[src/verilog/stc_pkg.sv]
/*
 * stc_pkg: shared constants for the sample timing control block.
 * Assumes both ends of the link and the test side compile it first.
 */
package stc_pkg;
	// ------------------------------------------------------------
	// register map
	// ------------------------------------------------------------
	localparam logic [7:0] ClockControlAddr = 8'h25;
	localparam logic [7:0] SyncConfigAddr = 8'h35;
	localparam logic [7:0] TriggerConfigAddr = 8'h49;
	localparam logic [7:0] StatusAddr = 8'h50;
	localparam logic [7:0] ClockControlReset = 8'h00;
	localparam logic [7:0] SyncConfigReset = 8'h00;
	localparam logic [7:0] TriggerConfigReset = 8'h00;
	// ------------------------------------------------------------
	// field positions
	// ------------------------------------------------------------
	localparam int ClkSrcLsb = 0;
	localparam int ExtDivLsb = 4;
	localparam int AlignLsb = 4;
	localparam int SyncSelBit = 6;
	localparam int TrigEnBit = 0;
	localparam int TrigSelBit = 1;
	// operating mode field in clock_control bits 3:2
	localparam int OpModeLsb = 2;
	localparam logic [1:0] OpSigmaDelta = 2'h0;
	localparam logic [1:0] OpSar = 2'h1;
	// ------------------------------------------------------------
	// encodings
	// ------------------------------------------------------------
	typedef enum logic [1:0] {
		StcAlignNone = 2'b00,
		StcAlignSync = 2'b01,
		StcAlignInterp = 2'b10
	} stc_align_t;
	localparam logic [1:0] ClkInternal = 2'h0;
	localparam logic [1:0] ClkMaster = 2'h1;
	localparam logic [1:0] ClkBit = 2'h2;
	// ------------------------------------------------------------
	// timing
	// ------------------------------------------------------------
	localparam int ClkMhz = 100;
	localparam int NominalKhz = 1024;
	localparam int NominalDiv = (ClkMhz * 1000) / NominalKhz;
	localparam int PulseMinNs = 5700;
	localparam int PulseMinCycles = (PulseMinNs * ClkMhz + 999) / 1000;
	localparam int SamplePeriodTicks = 64;
	localparam int SampleWidth = 16;
endpackage

[src/verilog/stc_link_if.sv]
/*
 * stc_link_if: pins between host and sensor timing block.
 * Assumes a single shared clk; pins are driven synchronously.
 */
`timescale 1ns/1ns
`default_nettype none
interface stc_link_if;
	logic masterClockPin;
	logic bitClockPin;
	logic frameSyncPin;
	logic irqPin1;
	logic [7:0] regAddr;
	logic [7:0] regWdata;
	logic regWrite;
	logic regRead;
	logic [7:0] regRdata;
	logic sampleReady;
	logic [15:0] sampleData;
	// ------------------------------------------------------------
	// party views
	// ------------------------------------------------------------
	modport device (input masterClockPin, bitClockPin, frameSyncPin, irqPin1, regAddr,
		regWdata, regWrite, regRead, output regRdata, sampleReady, sampleData);
	modport host (output masterClockPin, bitClockPin, frameSyncPin, irqPin1, regAddr,
		regWdata, regWrite, regRead, input regRdata, sampleReady, sampleData);
endinterface
`default_nettype wire

[src/verilog/stc_device.sv]
/*
 * stc_device: sensor-side sample timing: clock select and divide, trigger and sync.
 * Assumes pins come from the host asynchronously; registers via the link port.
 */
// Overview of operation
// - external clock divided via ext_clk_divider field
// - divider value 0011 divides by four
// - internal 1.024 MHz time base by default
// - host clock on master or bit pin
// - divided clock 1024 or 256 kHz by mode
// - host sets clock only in standby
// - density output needs 768k or 1.024M
// - trigger only in low power SAR modes
// - one sample per trigger pulse
// - trigger_input_select picks frame sync or irq
// - trigger_enable bit turns triggering on
// - trigger pulses high, 5.7 us minimum
// - trigger rate not above sample rate
// - sync only in sigma-delta modes
// - sample_ready phase follows sync pulses
// - sync_input_select picks frame sync or irq
// - alignment_scheme 00 none, 01 sync, 10 interp
// - sync pulses high, 5.7 us minimum
// - scheme zero default, free running sampling
// - sample_ready on every new sample
// - clock_source_select picks internal or external
// - scheme 01 realigns to every pulse
// - scheme 10 outputs two-sample average
`timescale 1ns/1ns
`default_nettype none
module stc_device (
	// clock and reset
	input wire logic clk,
	input wire logic rst_n,
	// link
	stc_link_if.device link,
	// sensor core
	input wire logic [15:0] rawSample,
	output logic sysTick
);
	// ------------------------------------------------------------
	// registers
	// ------------------------------------------------------------
	logic [7:0] clockControl_q;
	logic [7:0] syncConfig_q;
	logic [7:0] triggerConfig_q;
	logic [7:0] rdata_q;
	logic [2:0] mclkSync_q, bclkSync_q, fsSync_q, irqSync_q;
	logic mclkLvl_q, bclkLvl_q, fsLvl_q, irqLvl_q;
	logic [7:0] intCnt_q;
	logic [3:0] extCnt_q;
	logic tick_q;
	logic [7:0] sampleCnt_q;
	logic evtLvl_q;
	logic ready_q;
	logic [15:0] data_q;
	logic [15:0] prev_q;
	logic [15:0] prev2_q;
	logic sysTick_q;
	logic [1:0] clkSrc;
	logic [3:0] divVal;
	logic sarMode;
	logic extEdge;
	logic evtPin;
	logic evtRise;
	logic trigOn;
	logic [1:0] align;
	logic [16:0] avgSum;

	assign clkSrc = clockControl_q[stc_pkg::ClkSrcLsb +: 2];
	assign divVal = clockControl_q[stc_pkg::ExtDivLsb +: 4];
	assign sarMode = clockControl_q[stc_pkg::OpModeLsb +: 2] == stc_pkg::OpSar;
	assign align = syncConfig_q[stc_pkg::AlignLsb +: 2];
	// trigger path is valid only in the SAR chain, sync only in sigma-delta
	assign trigOn = triggerConfig_q[stc_pkg::TrigEnBit] & sarMode;

	// register writes; host keeps clock changes to standby
	always_ff @(posedge clk or negedge rst_n) begin
		if (!rst_n) begin
			clockControl_q <= stc_pkg::ClockControlReset;
			syncConfig_q <= stc_pkg::SyncConfigReset;
			triggerConfig_q <= stc_pkg::TriggerConfigReset;
		end else if (link.regWrite) begin
			case (link.regAddr)
				stc_pkg::ClockControlAddr: clockControl_q <= link.regWdata;
				stc_pkg::SyncConfigAddr: syncConfig_q <= link.regWdata;
				stc_pkg::TriggerConfigAddr: triggerConfig_q <= link.regWdata;
				default: ;
			endcase
		end
	end

	// read data stands one cycle after the strobe; unmapped reads zero
	always_ff @(posedge clk or negedge rst_n) begin
		if (!rst_n) begin
			rdata_q <= 8'h00;
		end else if (link.regRead) begin
			case (link.regAddr)
				stc_pkg::ClockControlAddr: rdata_q <= clockControl_q;
				stc_pkg::SyncConfigAddr: rdata_q <= syncConfig_q;
				stc_pkg::TriggerConfigAddr: rdata_q <= triggerConfig_q;
				stc_pkg::StatusAddr: rdata_q <= sampleCnt_q;
				default: rdata_q <= 8'h00;
			endcase
		end else begin
			rdata_q <= 8'h00;
		end
	end

	// ------------------------------------------------------------
	// pin synchronisers: level changes once stages 2 and 3 agree
	// ------------------------------------------------------------
	always_ff @(posedge clk or negedge rst_n) begin
		if (!rst_n) begin
			mclkSync_q <= 3'h0;
			bclkSync_q <= 3'h0;
			fsSync_q <= 3'h0;
			irqSync_q <= 3'h0;
			mclkLvl_q <= 1'b0;
			bclkLvl_q <= 1'b0;
			fsLvl_q <= 1'b0;
			irqLvl_q <= 1'b0;
		end else begin
			mclkSync_q <= {mclkSync_q[1:0], link.masterClockPin};
			bclkSync_q <= {bclkSync_q[1:0], link.bitClockPin};
			fsSync_q <= {fsSync_q[1:0], link.frameSyncPin};
			irqSync_q <= {irqSync_q[1:0], link.irqPin1};
			if (mclkSync_q[2] == mclkSync_q[1]) mclkLvl_q <= mclkSync_q[2];
			if (bclkSync_q[2] == bclkSync_q[1]) bclkLvl_q <= bclkSync_q[2];
			if (fsSync_q[2] == fsSync_q[1]) fsLvl_q <= fsSync_q[2];
			if (irqSync_q[2] == irqSync_q[1]) irqLvl_q <= irqSync_q[2];
		end
	end

	// rising edge of the selected external clock pin
	assign extEdge = (clkSrc == stc_pkg::ClkMaster) ? (mclkSync_q[2] & mclkSync_q[1] & ~mclkLvl_q)
		: (bclkSync_q[2] & bclkSync_q[1] & ~bclkLvl_q);

	// ------------------------------------------------------------
	// system tick: internal divider or external divide by field+1
	// ------------------------------------------------------------
	always_ff @(posedge clk or negedge rst_n) begin
		if (!rst_n) begin
			intCnt_q <= 8'h00;
			extCnt_q <= 4'h0;
			tick_q <= 1'b0;
		end else begin
			tick_q <= 1'b0;
			if (clkSrc == stc_pkg::ClkInternal) begin
				extCnt_q <= 4'h0;
				if (intCnt_q == 8'(stc_pkg::NominalDiv - 1)) begin
					intCnt_q <= 8'h00;
					tick_q <= 1'b1;
				end else begin
					intCnt_q <= intCnt_q + 8'h01;
				end
			end else if (extEdge) begin
				intCnt_q <= 8'h00;
				// ratio is field plus one, so 0011 gives divide by four
				if (extCnt_q >= divVal) begin
					extCnt_q <= 4'h0;
					tick_q <= 1'b1;
				end else begin
					extCnt_q <= extCnt_q + 4'h1;
				end
			end
		end
	end

	// ------------------------------------------------------------
	// sample event source: trigger, sync or free running
	// ------------------------------------------------------------
	always_comb begin
		if (trigOn) begin
			evtPin = triggerConfig_q[stc_pkg::TrigSelBit] ? irqLvl_q : fsLvl_q;
		end else begin
			evtPin = syncConfig_q[stc_pkg::SyncSelBit] ? irqLvl_q : fsLvl_q;
		end
	end
	assign evtRise = evtPin & ~evtLvl_q;
	assign avgSum = {1'b0, prev_q} + {1'b0, prev2_q};

	// sample counter, ready pulse and output data
	always_ff @(posedge clk or negedge rst_n) begin
		if (!rst_n) begin
			evtLvl_q <= 1'b0;
			sampleCnt_q <= 8'h00;
			ready_q <= 1'b0;
			data_q <= 16'h0000;
			prev_q <= 16'h0000;
			prev2_q <= 16'h0000;
			sysTick_q <= 1'b0;
		end else begin
			evtLvl_q <= evtPin;
			ready_q <= 1'b0;
			sysTick_q <= tick_q;
			if (trigOn) begin
				// one sample per trigger edge, no free running output
				if (evtRise) begin
					data_q <= rawSample;
					ready_q <= 1'b1;
				end
			end else if (!sarMode && align == stc_pkg::StcAlignSync && evtRise) begin
				// restart the output period at the pulse
				sampleCnt_q <= 8'h00;
				data_q <= rawSample;
				ready_q <= 1'b1;
			end else if (!sarMode && align == stc_pkg::StcAlignInterp && evtRise) begin
				// average of last two samples, one period late
				data_q <= avgSum[16:1];
				ready_q <= 1'b1;
			end else if (tick_q) begin
				if (sampleCnt_q == 8'(stc_pkg::SamplePeriodTicks - 1)) begin
					sampleCnt_q <= 8'h00;
					prev2_q <= prev_q;
					prev_q <= rawSample;
					// interpolation mode reports only at pulses
					if (align != stc_pkg::StcAlignInterp || sarMode) begin
						data_q <= rawSample;
						ready_q <= 1'b1;
					end
				end else begin
					sampleCnt_q <= sampleCnt_q + 8'h01;
				end
			end
		end
	end

	// outputs straight from flip-flops
	assign link.regRdata = rdata_q;
	assign link.sampleReady = ready_q;
	assign link.sampleData = data_q;
	assign sysTick = sysTick_q;
endmodule
`default_nettype wire

[src/flat_wrapper.sv]
// flat-port wrapper written by rule: the top's interface ports become plain ports
module stc_device_flat 
  (clk, rst_n, rawSample, sysTick, link_masterClockPin, link_bitClockPin, link_frameSyncPin, link_irqPin1, link_regAddr, link_regWdata, link_regWrite, link_regRead, link_regRdata, link_sampleReady, link_sampleData);
  stc_link_if link_i ();
  input wire logic clk;
  input wire logic rst_n;
  input wire logic [15:0] rawSample;
  output logic sysTick;
  input wire logic [$bits(link_i.masterClockPin)-1:0] link_masterClockPin;
  input wire logic [$bits(link_i.bitClockPin)-1:0] link_bitClockPin;
  input wire logic [$bits(link_i.frameSyncPin)-1:0] link_frameSyncPin;
  input wire logic [$bits(link_i.irqPin1)-1:0] link_irqPin1;
  input wire logic [$bits(link_i.regAddr)-1:0] link_regAddr;
  input wire logic [$bits(link_i.regWdata)-1:0] link_regWdata;
  input wire logic [$bits(link_i.regWrite)-1:0] link_regWrite;
  input wire logic [$bits(link_i.regRead)-1:0] link_regRead;
  output wire logic [$bits(link_i.regRdata)-1:0] link_regRdata;
  output wire logic [$bits(link_i.sampleReady)-1:0] link_sampleReady;
  output wire logic [$bits(link_i.sampleData)-1:0] link_sampleData;
  assign link_i.masterClockPin = link_masterClockPin;
  assign link_i.bitClockPin = link_bitClockPin;
  assign link_i.frameSyncPin = link_frameSyncPin;
  assign link_i.irqPin1 = link_irqPin1;
  assign link_i.regAddr = link_regAddr;
  assign link_i.regWdata = link_regWdata;
  assign link_i.regWrite = link_regWrite;
  assign link_i.regRead = link_regRead;
  assign link_regRdata = link_i.regRdata;
  assign link_sampleReady = link_i.sampleReady;
  assign link_sampleData = link_i.sampleData;
  stc_device u_core (.clk(clk), .rst_n(rst_n), .link(link_i), .rawSample(rawSample), .sysTick(sysTick));
endmodule
[config.mk]
export PLATFORM = sky130hd
export DESIGN_NAME = stc_device_flat
export DESIGN_NICKNAME = d
export VERILOG_FILES = /design/src/verilog/stc_pkg.sv /design/src/verilog/stc_link_if.sv /design/src/verilog/stc_device.sv /design/src/flat_wrapper.sv
export SDC_FILE = /design/constraint.sdc
export NUM_CORES = 1
export LEC_CHECK = 0
export ABC_AREA = 1
export BUFFER_PORTS_ARGS = -buffer_cell sky130_fd_sc_hd__buf_2
export CAP_MARGIN = 0
export CORE_ASPECT_RATIO = 1.1
export CORE_UTILIZATION = 33
export CTS_CLUSTER_DIAMETER = 120
export CTS_CLUSTER_SIZE = 30
export DETAILED_ROUTE_END_ITERATION = 7
export GPL_TIMING_DRIVEN = 0
export SETUP_SLACK_MARGIN = 0.15
export SLEW_MARGIN = 10
export SYNTH_ARGS = -nofsm -noshare
export SYNTH_HDL_FRONTEND = slang
export SYNTH_SLANG_ARGS = --single-unit
[constraint.sdc]
create_clock -name clk -period 1.7 [get_ports clk]
set_input_delay 0.255 -clock clk [delete_from_list [all_inputs] [get_ports clk]]
set_output_delay 0.255 -clock clk [all_outputs]
set_load 0.02 [all_outputs]
## Word level (Yosys, flattened, before mapping)

Cells that the tools add are included.
Widths: inputs -> output; s select.

| operators by class | value |
|---|---|
| add/sub/neg operators | 4 |
| magnitude comparators | 1 |
| eq/ne operators | 17 |
| mux-type cells | 34 |
| bitwise logic cells | 12 |
| reduce and logical (&&, ||, !) cells | 18 |

Operators with widths:

| kind | count |
|---|---|
| $mux 16 | 7 |
| $mux 8 | 8 |
| $pmux 8 s4 | 1 |
| $eq 8x6->1 const B | 3 |
| $eq 8x7->1 const B | 3 |
| $add 16x16->17 | 1 |
| $add 8x1->8 const B | 2 |
| $mux 1 | 15 |
| $mux 4 | 3 |
| $reduce_bool 4->1 | 3 |
| $and 1x1->1 | 6 |
| $eq 2x1->1 const B | 3 |
| $not 1->1 | 6 |
| $reduce_and 2->1 | 3 |
| $reduce_and 5->1 | 1 |
| $add 4x1->4 const B | 1 |
| $eq 1x1->1 | 4 |
| $ge 4x4->1 | 1 |
| $logic_and 1x1->1 | 4 |
| $ne 2x1->1 const B | 2 |
| $reduce_and 4->1 | 1 |
| $reduce_bool 2->1 | 2 |
| $reduce_and 3->1 | 1 |
| $eq 2x2->1 const B | 1 |
| other kinds (4) | 4 |

| storage, ports and cells | value |
|---|---|
| flip-flop bits (word level) | 120 |
| output and inout port bits | 26 |
| logic and storage cells | 108 |

## Logic depth before layout (Yosys ltp)

Gate-level depths: netlist (run 1).

| logic depth | value |
|---|---|
| depth after elaboration | 8 |
| gate-level depth with buffers | 14 |
| gate-level depth less buffers | 14 |

## Least setup slack after synthesis (run 1)

Ideal clock, no wire load.

| timing path | value |
|---|---|
| kind | register to register |
| from | register u_core.prev_q[0] |
| to | register u_core.data_q[7] (netlist: u_core.link.sampleData[7]) |
| setup time | 0.116 ns |
| arrival | 1.542 ns |
| data required time | 1.584 ns |
| setup slack | 0.042 ns |
| stages on the path, launching flop included | 15 |
| cell sequence | dfrtp_1 -> nand2_1 -> inv_1 -> fa_1 -> nand2_1 -> nand2_1 -> nand2_1 -> nand2_1 -> nand2_1 -> nand2_1 -> xor2_1 -> nand2_1 -> nand2_1 -> nand2_1 -> nand2_1 |

| on the way | value |
|---|---|
| longest elaborated chain between the ends | 4 |

Ends and longest elaborated chain:

| element | line | RTL |
|---|---|---|
| start: declaration | stc_device.sv:57 | `logic [15:0] prev_q;` |
| start signal: assignment | stc_device.sv:216 | `prev_q <= rawSample;` |
| $add 16x16->17 | stc_device.sv:181 | `assign avgSum = {1'b0, prev_q} + {1'b0, prev2_q};` |
| $mux 16 | stc_device.sv:208 | `end else if (!sarMode && align == stc_pkg::StcAlignInterp && evtRise) begin` |
| $mux 16 | stc_device.sv:203 | `end else if (!sarMode && align == stc_pkg::StcAlignSync && evtRise) begin` |
| $mux 16 | stc_device.sv:197 | `if (trigOn) begin` |
| end signal: assignment | stc_device.sv:200 | `data_q <= rawSample;` |
| end signal: assignment | stc_device.sv:206 | `data_q <= rawSample;` |
| end signal: assignment | stc_device.sv:210 | `data_q <= avgSum[16:1];` |
| end: declaration | stc_device.sv:56 | `logic [15:0] data_q;` |

Every way passes these cells.
A chain may end at the register's enable or synchronous reset.

## Worst setup path after layout (run 1)

| timing path | value |
|---|---|
| from | register u_core.prev2_q[13] |
| to | register u_core.data_q[13] (netlist: u_core.link.sampleData[13]) |

| on the way | value |
|---|---|
| longest elaborated chain between the ends | 4 |

Ends and longest elaborated chain:

| element | line | RTL |
|---|---|---|
| start: declaration | stc_device.sv:58 | `logic [15:0] prev2_q;` |
| start signal: assignment | stc_device.sv:215 | `prev2_q <= prev_q;` |
| $add 16x16->17 | stc_device.sv:181 |  |
| $mux 16 | stc_device.sv:208 |  |
| $mux 16 | stc_device.sv:203 |  |
| $mux 16 | stc_device.sv:197 |  |

Every way passes these cells.

==> summary.md, run 1 <==
| Metric | Value |
|---|---|
| Peak supply drop | `approximately 0.00091 V` |
| Post-synthesis register bit count | `120` |
| Max Slew Vio Count | `0` |
| Min-Delay Path Class | `primary input to flop` |
| Max-cap violations | `0` |
| Layout cells sized above 1 | `32.5%` |
| Final layout net count | `1,006` |
| Final worst setup slack | `-0.153 ns` |
| Die X | `roughly 130 um` |
| Yosys cell types | `36` |
| Final setup vio count | `44` |
| Initial Util | `34.0%` |
| Vias | `5,735` |
| Async SR Flop Fraction | `100%` |
| H-tree level count | `4` |
| Routed Antenna Nets | `0` |
| Initial antenna violation count | `0` |
| Vias in the first global route | `a little under 6,000` |
| Cts bufs inserted | `17` |
| Sequential area share after synthesis | `between 40 and 50%` |
| Row cnt | `52` |
| Pin count of the biggest net entering global routing | `84` |
| CTS tree | `built` |
| Gate count of the mapped netlist | `804` |
| Hold_ws | `0.0742 ns` |
| Leakage | `4.60 nW` |
| Clock sinks | `120` |
| Worst-path fanout max | `5` |
| Arr. time, crit path | `2.16 ns` |
| Relative slew slack | `71.4%` |
| Initial DRC Count | `295` |
| Core area | `around 0.019 mm2` |
| Number of flops mapped to enable cells by yosys | `0` |
| Max clock buf depth | `2` |
| Power, Total | `8.56 mW` |
| Total Wirelength | `17,400 um` |
| Die ar. | `0.0197 mm2` |
| Syn_nets | `870` |
| Syn. warnings | `0` |
| # DRC | `0` |
| Max Fclk | `around 540 MHz` |
| Failing checks | `negative setup slack` |
| DR WL/cell | `14.6 um` |
| Via/cell ratio | `4.80` |
| Measured slew at the worst slew-check pin | `0.428 ns` |
| IO Pins | `66` |
| Setup CP Type | `flop to flop` |
| Fin crit period | `1.85 ns` |
| Status | `complete, but fails checks` |
| Die Height | `147 um` |
| Synth Flop Type | `dfrtp_1` |
| CP startpoint kind | `flop` |
| Commonest non-fill, non-tap cell in the layout | `nand2_1` |
| P&R area growth vs syn | `40.9%` |
| Clk_lat worst skew | `0.42 ns` |
| Average cell area after synthesis | `just under 8 um2` |
| Root Buffer | `clkbuf_16` |
| Most frequent cells in the layout | `nand2_1, inv_1, dfrtp_1, buf_2, nand2_2` |
| Tot GR Track Use | `18.3%` |
| Final period utilization | `109%` |
| Clock skew | `0.00896 ns` |
| First-pass GRT wire length | `28,200 um` |
| Fin. Hold Viols | `0` |
| DP Wirelength | `11,000 um` |
| Unrepaired setup endpoints after global routing | `true` |
| Synth Cell Area | `about 0.0063 mm2` |
| Clock-pin slew on the worst setup and hold paths | `0.06 ns` |
| Grt ovf | `0` |
| First-pass detailed-route iteration total | `4` |
| Setup crit end kind | `flop` |
| Final Wtd Congestion | `0.859` |
| Setup TNS | `-1.54 ns` |
| Power Density | `961 mW/mm2` |
| CP required | `2.01 ns` |
| Antenna diodes | `0` |
| IO Port Bufs | `65` |
[kinds of logic after synthesis]
| group | share of synthesized area (%) |
|---|---|
| fa+ha+maj | 5.58 |
| simple gates | 24.9 |
| mux | 0.178 |
| flops | 47.5 |
| xor+xnor | 1.80 |
| buf+inv | 10.0 |
| compound gates | 10.1 |
[synthesized netlist by cell type, types with 2 or more instances]
library cell,number,share of area [%]
nand2_1,247,15
inv_1,134,8.0
dfrtp_1,120,48
nor2_1,47,2.8
o21ai_0,44,3.5
nand3_1,35,2.8
o21ai_1,32,2.5
ha_1,25,4.9
a21oi_1,21,1.7
o22ai_1,18,1.8
nand4_1,11,1.1
nor3_1,9,0.71
xor2_1,8,1.1
buf_2,5,0.40
buf_4,5,0.59
nand2_2,5,0.49
xnor2_1,5,0.69
buf_6,4,0.71
inv_2,4,0.24
nand3b_1,4,0.48
clkbuf_1,2,0.12
maj3_1,2,0.32
nand3_4,2,0.55
nor2_2,2,0.20
or2_2,2,0.20
[where the power goes]
| group | switching [mW] | internal [mW] | total [mW] |
|---|---|---|---|
| Sequential | 0.229 | 3.19 | 3.42 |
| Combinational | 0.865 | 0.596 | 1.46 |
| Clock | 1.35 | 2.33 | 3.68 |
| Total | 2.45 | 6.11 | 8.56 |
[critical path, stage by stage, from the launching register on]
cell	delay, ns
dfrtp_1	0.39
ha_1	0.38
a21oi_1	0.26
nand2_1	0.10
a21oi_1	0.25
nand3b_1	0.14
nand3_2	0.09
nand2_1	0.05
nand2_1	0.05
nand2_1	0.04
[state kept, by name, indices dropped and copies added, names as in the netlist]
register                 count
u_core.link.sampleData      16
u_core.prev2_q              16
u_core.prev_q               16
u_core.clockControl_q        8
u_core.intCnt_q              8
u_core.link.regRdata         8
u_core.sampleCnt_q           8
u_core.syncConfig_q          8
u_core.triggerConfig_q       8
u_core.extCnt_q              4
u_core.bclkSync_q            3
u_core.fsSync_q              3
u_core.irqSync_q             3
u_core.mclkSync_q            3
u_core.bclkLvl_q             1
u_core.evtLvl_q              1
u_core.fsLvl_q               1
u_core.irqLvl_q              1
u_core.link.sampleReady      1
u_core.mclkLvl_q             1
u_core.sysTick               1
u_core.tick_q                1
[through the flow]
stage / std cells / cell area (um2) / util, % / setup WS (ns)
4_1_cts: 1181 / 8430 / 45.3 / -0.0483
6_report: 1196 / 8910 / 47.9 / -0.153
2_1_floorplan: 804 / 6400 / - / 0.119
3_5_place_dp: 1113 / 7060 / 37.9 / -0.176
3_3_place_gp: 1112 / 7030 / 37.8 / -1.25
5_1_grt: 1196 / 8910 / 47.9 / -0.211
[what timing repair did]
action	4_1_cts	5_1_grt
setup endpoints to repair	67	76
hold endpoints to repair	41	0
cloned	4	2
gates resized for setup	98	92
setup buffers	27	13
pin swaps	22	25
hold buffers	5	0
[layout make-up]
cell class	count	area [um2]
Multi-Input combinational cell	531	3320
Clock buffer	19	443
Fill cell	1768	9700
Tap cell	243	304
Inverter	138	526
Clock inverter	13	154
Buffer	16	201
Timing Repair Buffer	116	945
Sequential cell	120	3010
[final timing paths]
kind	start	cells past startpoint	endpoint	slack [ns]
worst max-delay path	u_core.prev2_q[13]$_DFFE_PN0P_	9	u_core.link.sampleData[13]$_DFFE_PN0P_	-0.15
worst min register to register	u_core.irqSync_q[0]$_DFF_PN0_	0	u_core.irqSync_q[1]$_DFF_PN0_	0.35
max in group asynchronous	rst_n	3	u_core.mclkSync_q[2]$_DFF_PN0_	0.65
min in group asynchronous	rst_n	2	u_core.link.sampleData[4]$_DFFE_PN0P_	0.30
worst min-delay path	rawSample[4]	3	u_core.prev_q[4]$_DFFE_PN0P_	0.07
worst max register to register	u_core.prev2_q[13]$_DFFE_PN0P_	9	u_core.link.sampleData[13]$_DFFE_PN0P_	-0.15
[routing by layer]
metal	routed length, um	GRT usage [%]
met2	8960	31.6
met4	522	7.78
met5	0	0
met1	7200	21.5
met3	762	4.24
No activity file was read; power rests on OpenSTA's default activity.
==> run 2, diff against run 1 <==
--- a/config.mk
+++ b/config.mk
@@ -14,7 +14,7 @@
 export CTS_CLUSTER_SIZE = 30
 export DETAILED_ROUTE_END_ITERATION = 7
 export GPL_TIMING_DRIVEN = 0
-export SETUP_SLACK_MARGIN = 0.15
+export SETUP_SLACK_MARGIN = 0.3
 export SLEW_MARGIN = 10
 export SYNTH_ARGS = -nofsm -noshare
 export SYNTH_HDL_FRONTEND = slang
==> run 2 against run 1 <==
Net effect:
- non-clock buffer count is 7 higher
- the flow still finishes with violations (negative setup slack)
- clock skew shrank 0.0027 ns
- sequential share of layout area fell by 0.58 points
- clock power is essentially flat
- die area did not move
- first-iteration DRC count increased by 3.4%
==> summary.md, run 2 (synthesis gave the netlist of run 1 again) <==
| Metric | Value |
|---|---|
| Pin count of the biggest net entering global routing | `71 (-15%)` |
| WL met1 | `7160 um (-0.57%)` |
| Clk_lat worst skew | `0.42 ns (about the same)` |
| Arr. time, crit path | `2.07 ns (-0.09 ns)` |
| Unrepaired setup endpoints after global routing | `true` |
| Most frequent cells in the layout | `nand2_1, inv_1, dfrtp_1, buf_2, nand2_2` |
| Measured slew at the worst slew-check pin | `0.673 ns (+0.245 ns)` |
| Final Wtd Congestion | `0.884 (+2.9%)` |
| R2r worst-path depth | `10 (+1)` |
| Total Wirelength | `17,400 um (-0.36%)` |
| Area of the multi-input gates | `0.00343 mm2 (+3.1%)` |
| Final setup vio count | `38 (-14%)` |
| Layout cells sized above 1 | `36.1% (+3.6 points)` |
| Setup CP Type | `flop to flop` |
| Commonest non-fill, non-tap cell in the layout | `nand2_1` |
| Peak supply drop | `0.000759 V (-17%)` |
| CP max stage cell | `dfrtp_1` |
| Min-Delay Path Class | `primary input to flop` |
| Final period utilization | `104% (-5.2 points)` |
| Top cell family by delay on the critical path | `simple AND/OR/NAND/NOR gates` |
| Vias in the first global route | `5,611 (-2.9%)` |
| Max Fclk | `567 MHz (+5.0%)` |
| Relative slew slack | `55.1% (-16 points)` |
| Filler cell count in the final layout | `1,794 (+1.5%)` |
| Worst-path fanout max | `6 (+1)` |
| Core area | `0.0186 mm2 (unchanged)` |
| Die ar. | `0.0197 mm2 (unchanged)` |
| Setup crit end kind | `flop` |
| Top Metal Used | `met4` |
| CTS tree | `built` |
| # DRC | `0 (unchanged)` |
| Max clock buf depth | `2 (unchanged)` |
| Leakage | `4.67 nW (+1.5%)` |
| Largest stage delay, worst path | `0.39 ns (about the same)` |
| Placed inst area | `0.00708 mm2 (+0.30%)` |
| Status | `complete, but fails checks` |
| DP Wirelength | `11,300 um (+2.5%)` |
| Initial antenna violation count | `0 (unchanged)` |
| Die X | `134 um (unchanged)` |
| Clock sinks | `120 (unchanged)` |
| Clock skew | `0.00622 ns (-0.00274 ns)` |
| Die Height | `147 um (unchanged)` |
| Power Density | `946 mW/mm2 (-1.6%)` |
| Logic pwr share | `17.3% (+0.2 points)` |
| Initial DRC Count | `305 (+3.4%)` |
| Routed Antenna Nets | `0 (unchanged)` |
| CP startpoint kind | `flop` |
| DR WL/cell | `14.5 um (-0.85%)` |
| Final Non-Filler Cells | `1,202 (+0.50%)` |
| First-pass GRT wire length | `27,300 um (-3.1%)` |
| Tot GR Track Use | `18.0% (-0.32 points)` |
| Fin. Hold Viols | `0 (unchanged)` |
| Register Area | `0.00301 mm2 (-0.12%)` |
| Antenna diodes | `0 (unchanged)` |
| IO Port Bufs | `65 (unchanged)` |
| Initial Util | `34.0% (unchanged)` |
| Placed cell count | `1,113 (unchanged)` |
| Cts bufs inserted | `17 (unchanged)` |
| IO Pins | `66 (unchanged)` |
| Row cnt | `52 (unchanged)` |
| Final layout net count | `1,013 (+0.70%)` |
| Buf/Inv on CP | `2 (+2)` |
| Vias | `5,728 (-0.12%)` |
| Clock-pin slew on the worst setup and hold paths | `0.05 ns (about the same)` |
| Max-cap violations | `0 (unchanged)` |
| Switch share | `27.9% (-0.69 points)` |
| Root Buffer | `clkbuf_16` |
| Cell Int Power | `6.17 mW (+1.0%)` |
| Worst path depth | `10 (+1)` |
| H-tree level count | `4 (unchanged)` |
| Worst Hold Depth | `3 (unchanged)` |
| Max Slew Vio Count | `0 (unchanged)` |
| P_sw | `2.39 mW (-2.4%)` |
| Via/cell ratio | `4.77 (-0.62%)` |
| First-pass detailed-route iteration total | `5 (+1)` |
| WL met2 | `8920 um (-0.40%)` |
| Sequential share of power | `40.1% (+0.2 points)` |
| Final worst setup slack | `-0.0650 ns (+0.0884 ns)` |
| Failing checks | `negative setup slack` |
| CP required | `2.01 ns (about the same)` |
| Fin crit period | `1.77 ns (-0.0884 ns)` |
| Clock share of power | `42.6% (-0.4 points)` |
| CP Cell Sequence | `ha_4 > nand3_4 > nor2_4 > nand2_2 > nor3_4 > buf_6 > nand3_4 > buf_16 > nand2_2 > o21ai_1` |
| Grt ovf | `0 (unchanged)` |
| Final Cell Area | `0.00905 mm2 (+1.6%)` |
| Met3 routed WL | `776 um (+1.8%)` |
| P&R area growth vs syn | `43.2%` |
run 2: cell types whose count changed in the layout (fill, tap and decap cells not counted), moves of 5 or more:
cell and change:
o21ai_2 +10, nand2_4 -5, nand2_2 +7, buf_4 +5
buf_12 -7, inv_1 -10, inv_2 +10, clkbuf_8 +5
o21ai_1 -8
run 2: worst min-delay path, cell delays in order:
cell     delay, ns
buf_2         0.11
inv_1         0.05
o21ai_1       0.06
run 2: final cells by class:
cell class | instances | share of cell area (%)
inverter | 138 | 5.78
multi-input combinational | 531 | 37.9
clock inverter | 7 | 0.995
buffer | 16 | 2.14
tap | 243 | 3.36
clock buffer | 24 | 5.65
timing repair buffer | 123 | 11.0
sequential | 120 | 33.2
run 2: worst paths after layout:
check | start | end | slack [ns]
worst min register to register | u_core.fsSync_q[0]$_DFF_PN0_ | u_core.fsSync_q[1]$_DFF_PN0_ | 0.35
min in group asynchronous | rst_n | u_core.link.sampleData[3]$_DFFE_PN0P_ | 0.42
worst max-delay path | u_core.sampleCnt_q[1]$_DFFE_PN0P_ | u_core.prev_q[3]$_DFFE_PN0P_ | -0.07
worst max register to register | u_core.sampleCnt_q[1]$_DFFE_PN0P_ | u_core.prev_q[3]$_DFFE_PN0P_ | -0.07
max in group asynchronous | rst_n | u_core.prev_q[14]$_DFFE_PN0P_ | 0.59
worst min-delay path | rawSample[2] | u_core.prev_q[2]$_DFFE_PN0P_ | 0.09
run 2: repair_timing:
item,CTS,global route
resized for setup,99,116
endpoints found under the hold margin,73,0
pin swaps,21,34
hold buffers,5,0
endpoints found under the setup margin,79,83
buffers inserted,26,19
gates cloned,5,3
run 2: power groups by stage:
stage / sequential (mW) / combinational (mW) / clock [mW]
finish: 3.43 / 1.48 / 3.65
global route: 3.47 / 1.65 / 3.84
CTS: 3.41 / 1.41 / 3.70
detailed placement: 3.42 / 1.19 / 0
global placement: 3.41 / 1.17 / 0
floorplan: 3.64 / 0.488 / 0
run 2: routing by layer:
layer  vias to the layer above  global-route usage [%]
met5                         -                       0
met1                      2714                    21.3
met2                       135                    31.1
li1                       2832                       -
met4                         0                    6.48
met3                        47                    4.52
run 2: per-stage QoR:
step	setup TNS [ns]	utilization, %	hold WS [ns]	setup WS (ns)	power (mW)
CTS	-2.04	45.5	0.0727	-0.0875	8.52
finish	-1.13	48.6	0.0878	-0.0650	8.56
floorplan	0	-	-0.0406	0.120	4.13
global route	-5.58	48.6	0.0766	-0.147	8.96
detailed placement	-7.02	38.1	0.320	-0.188	4.62
global placement	-153.77	37.9	0.334	-1.25	4.58
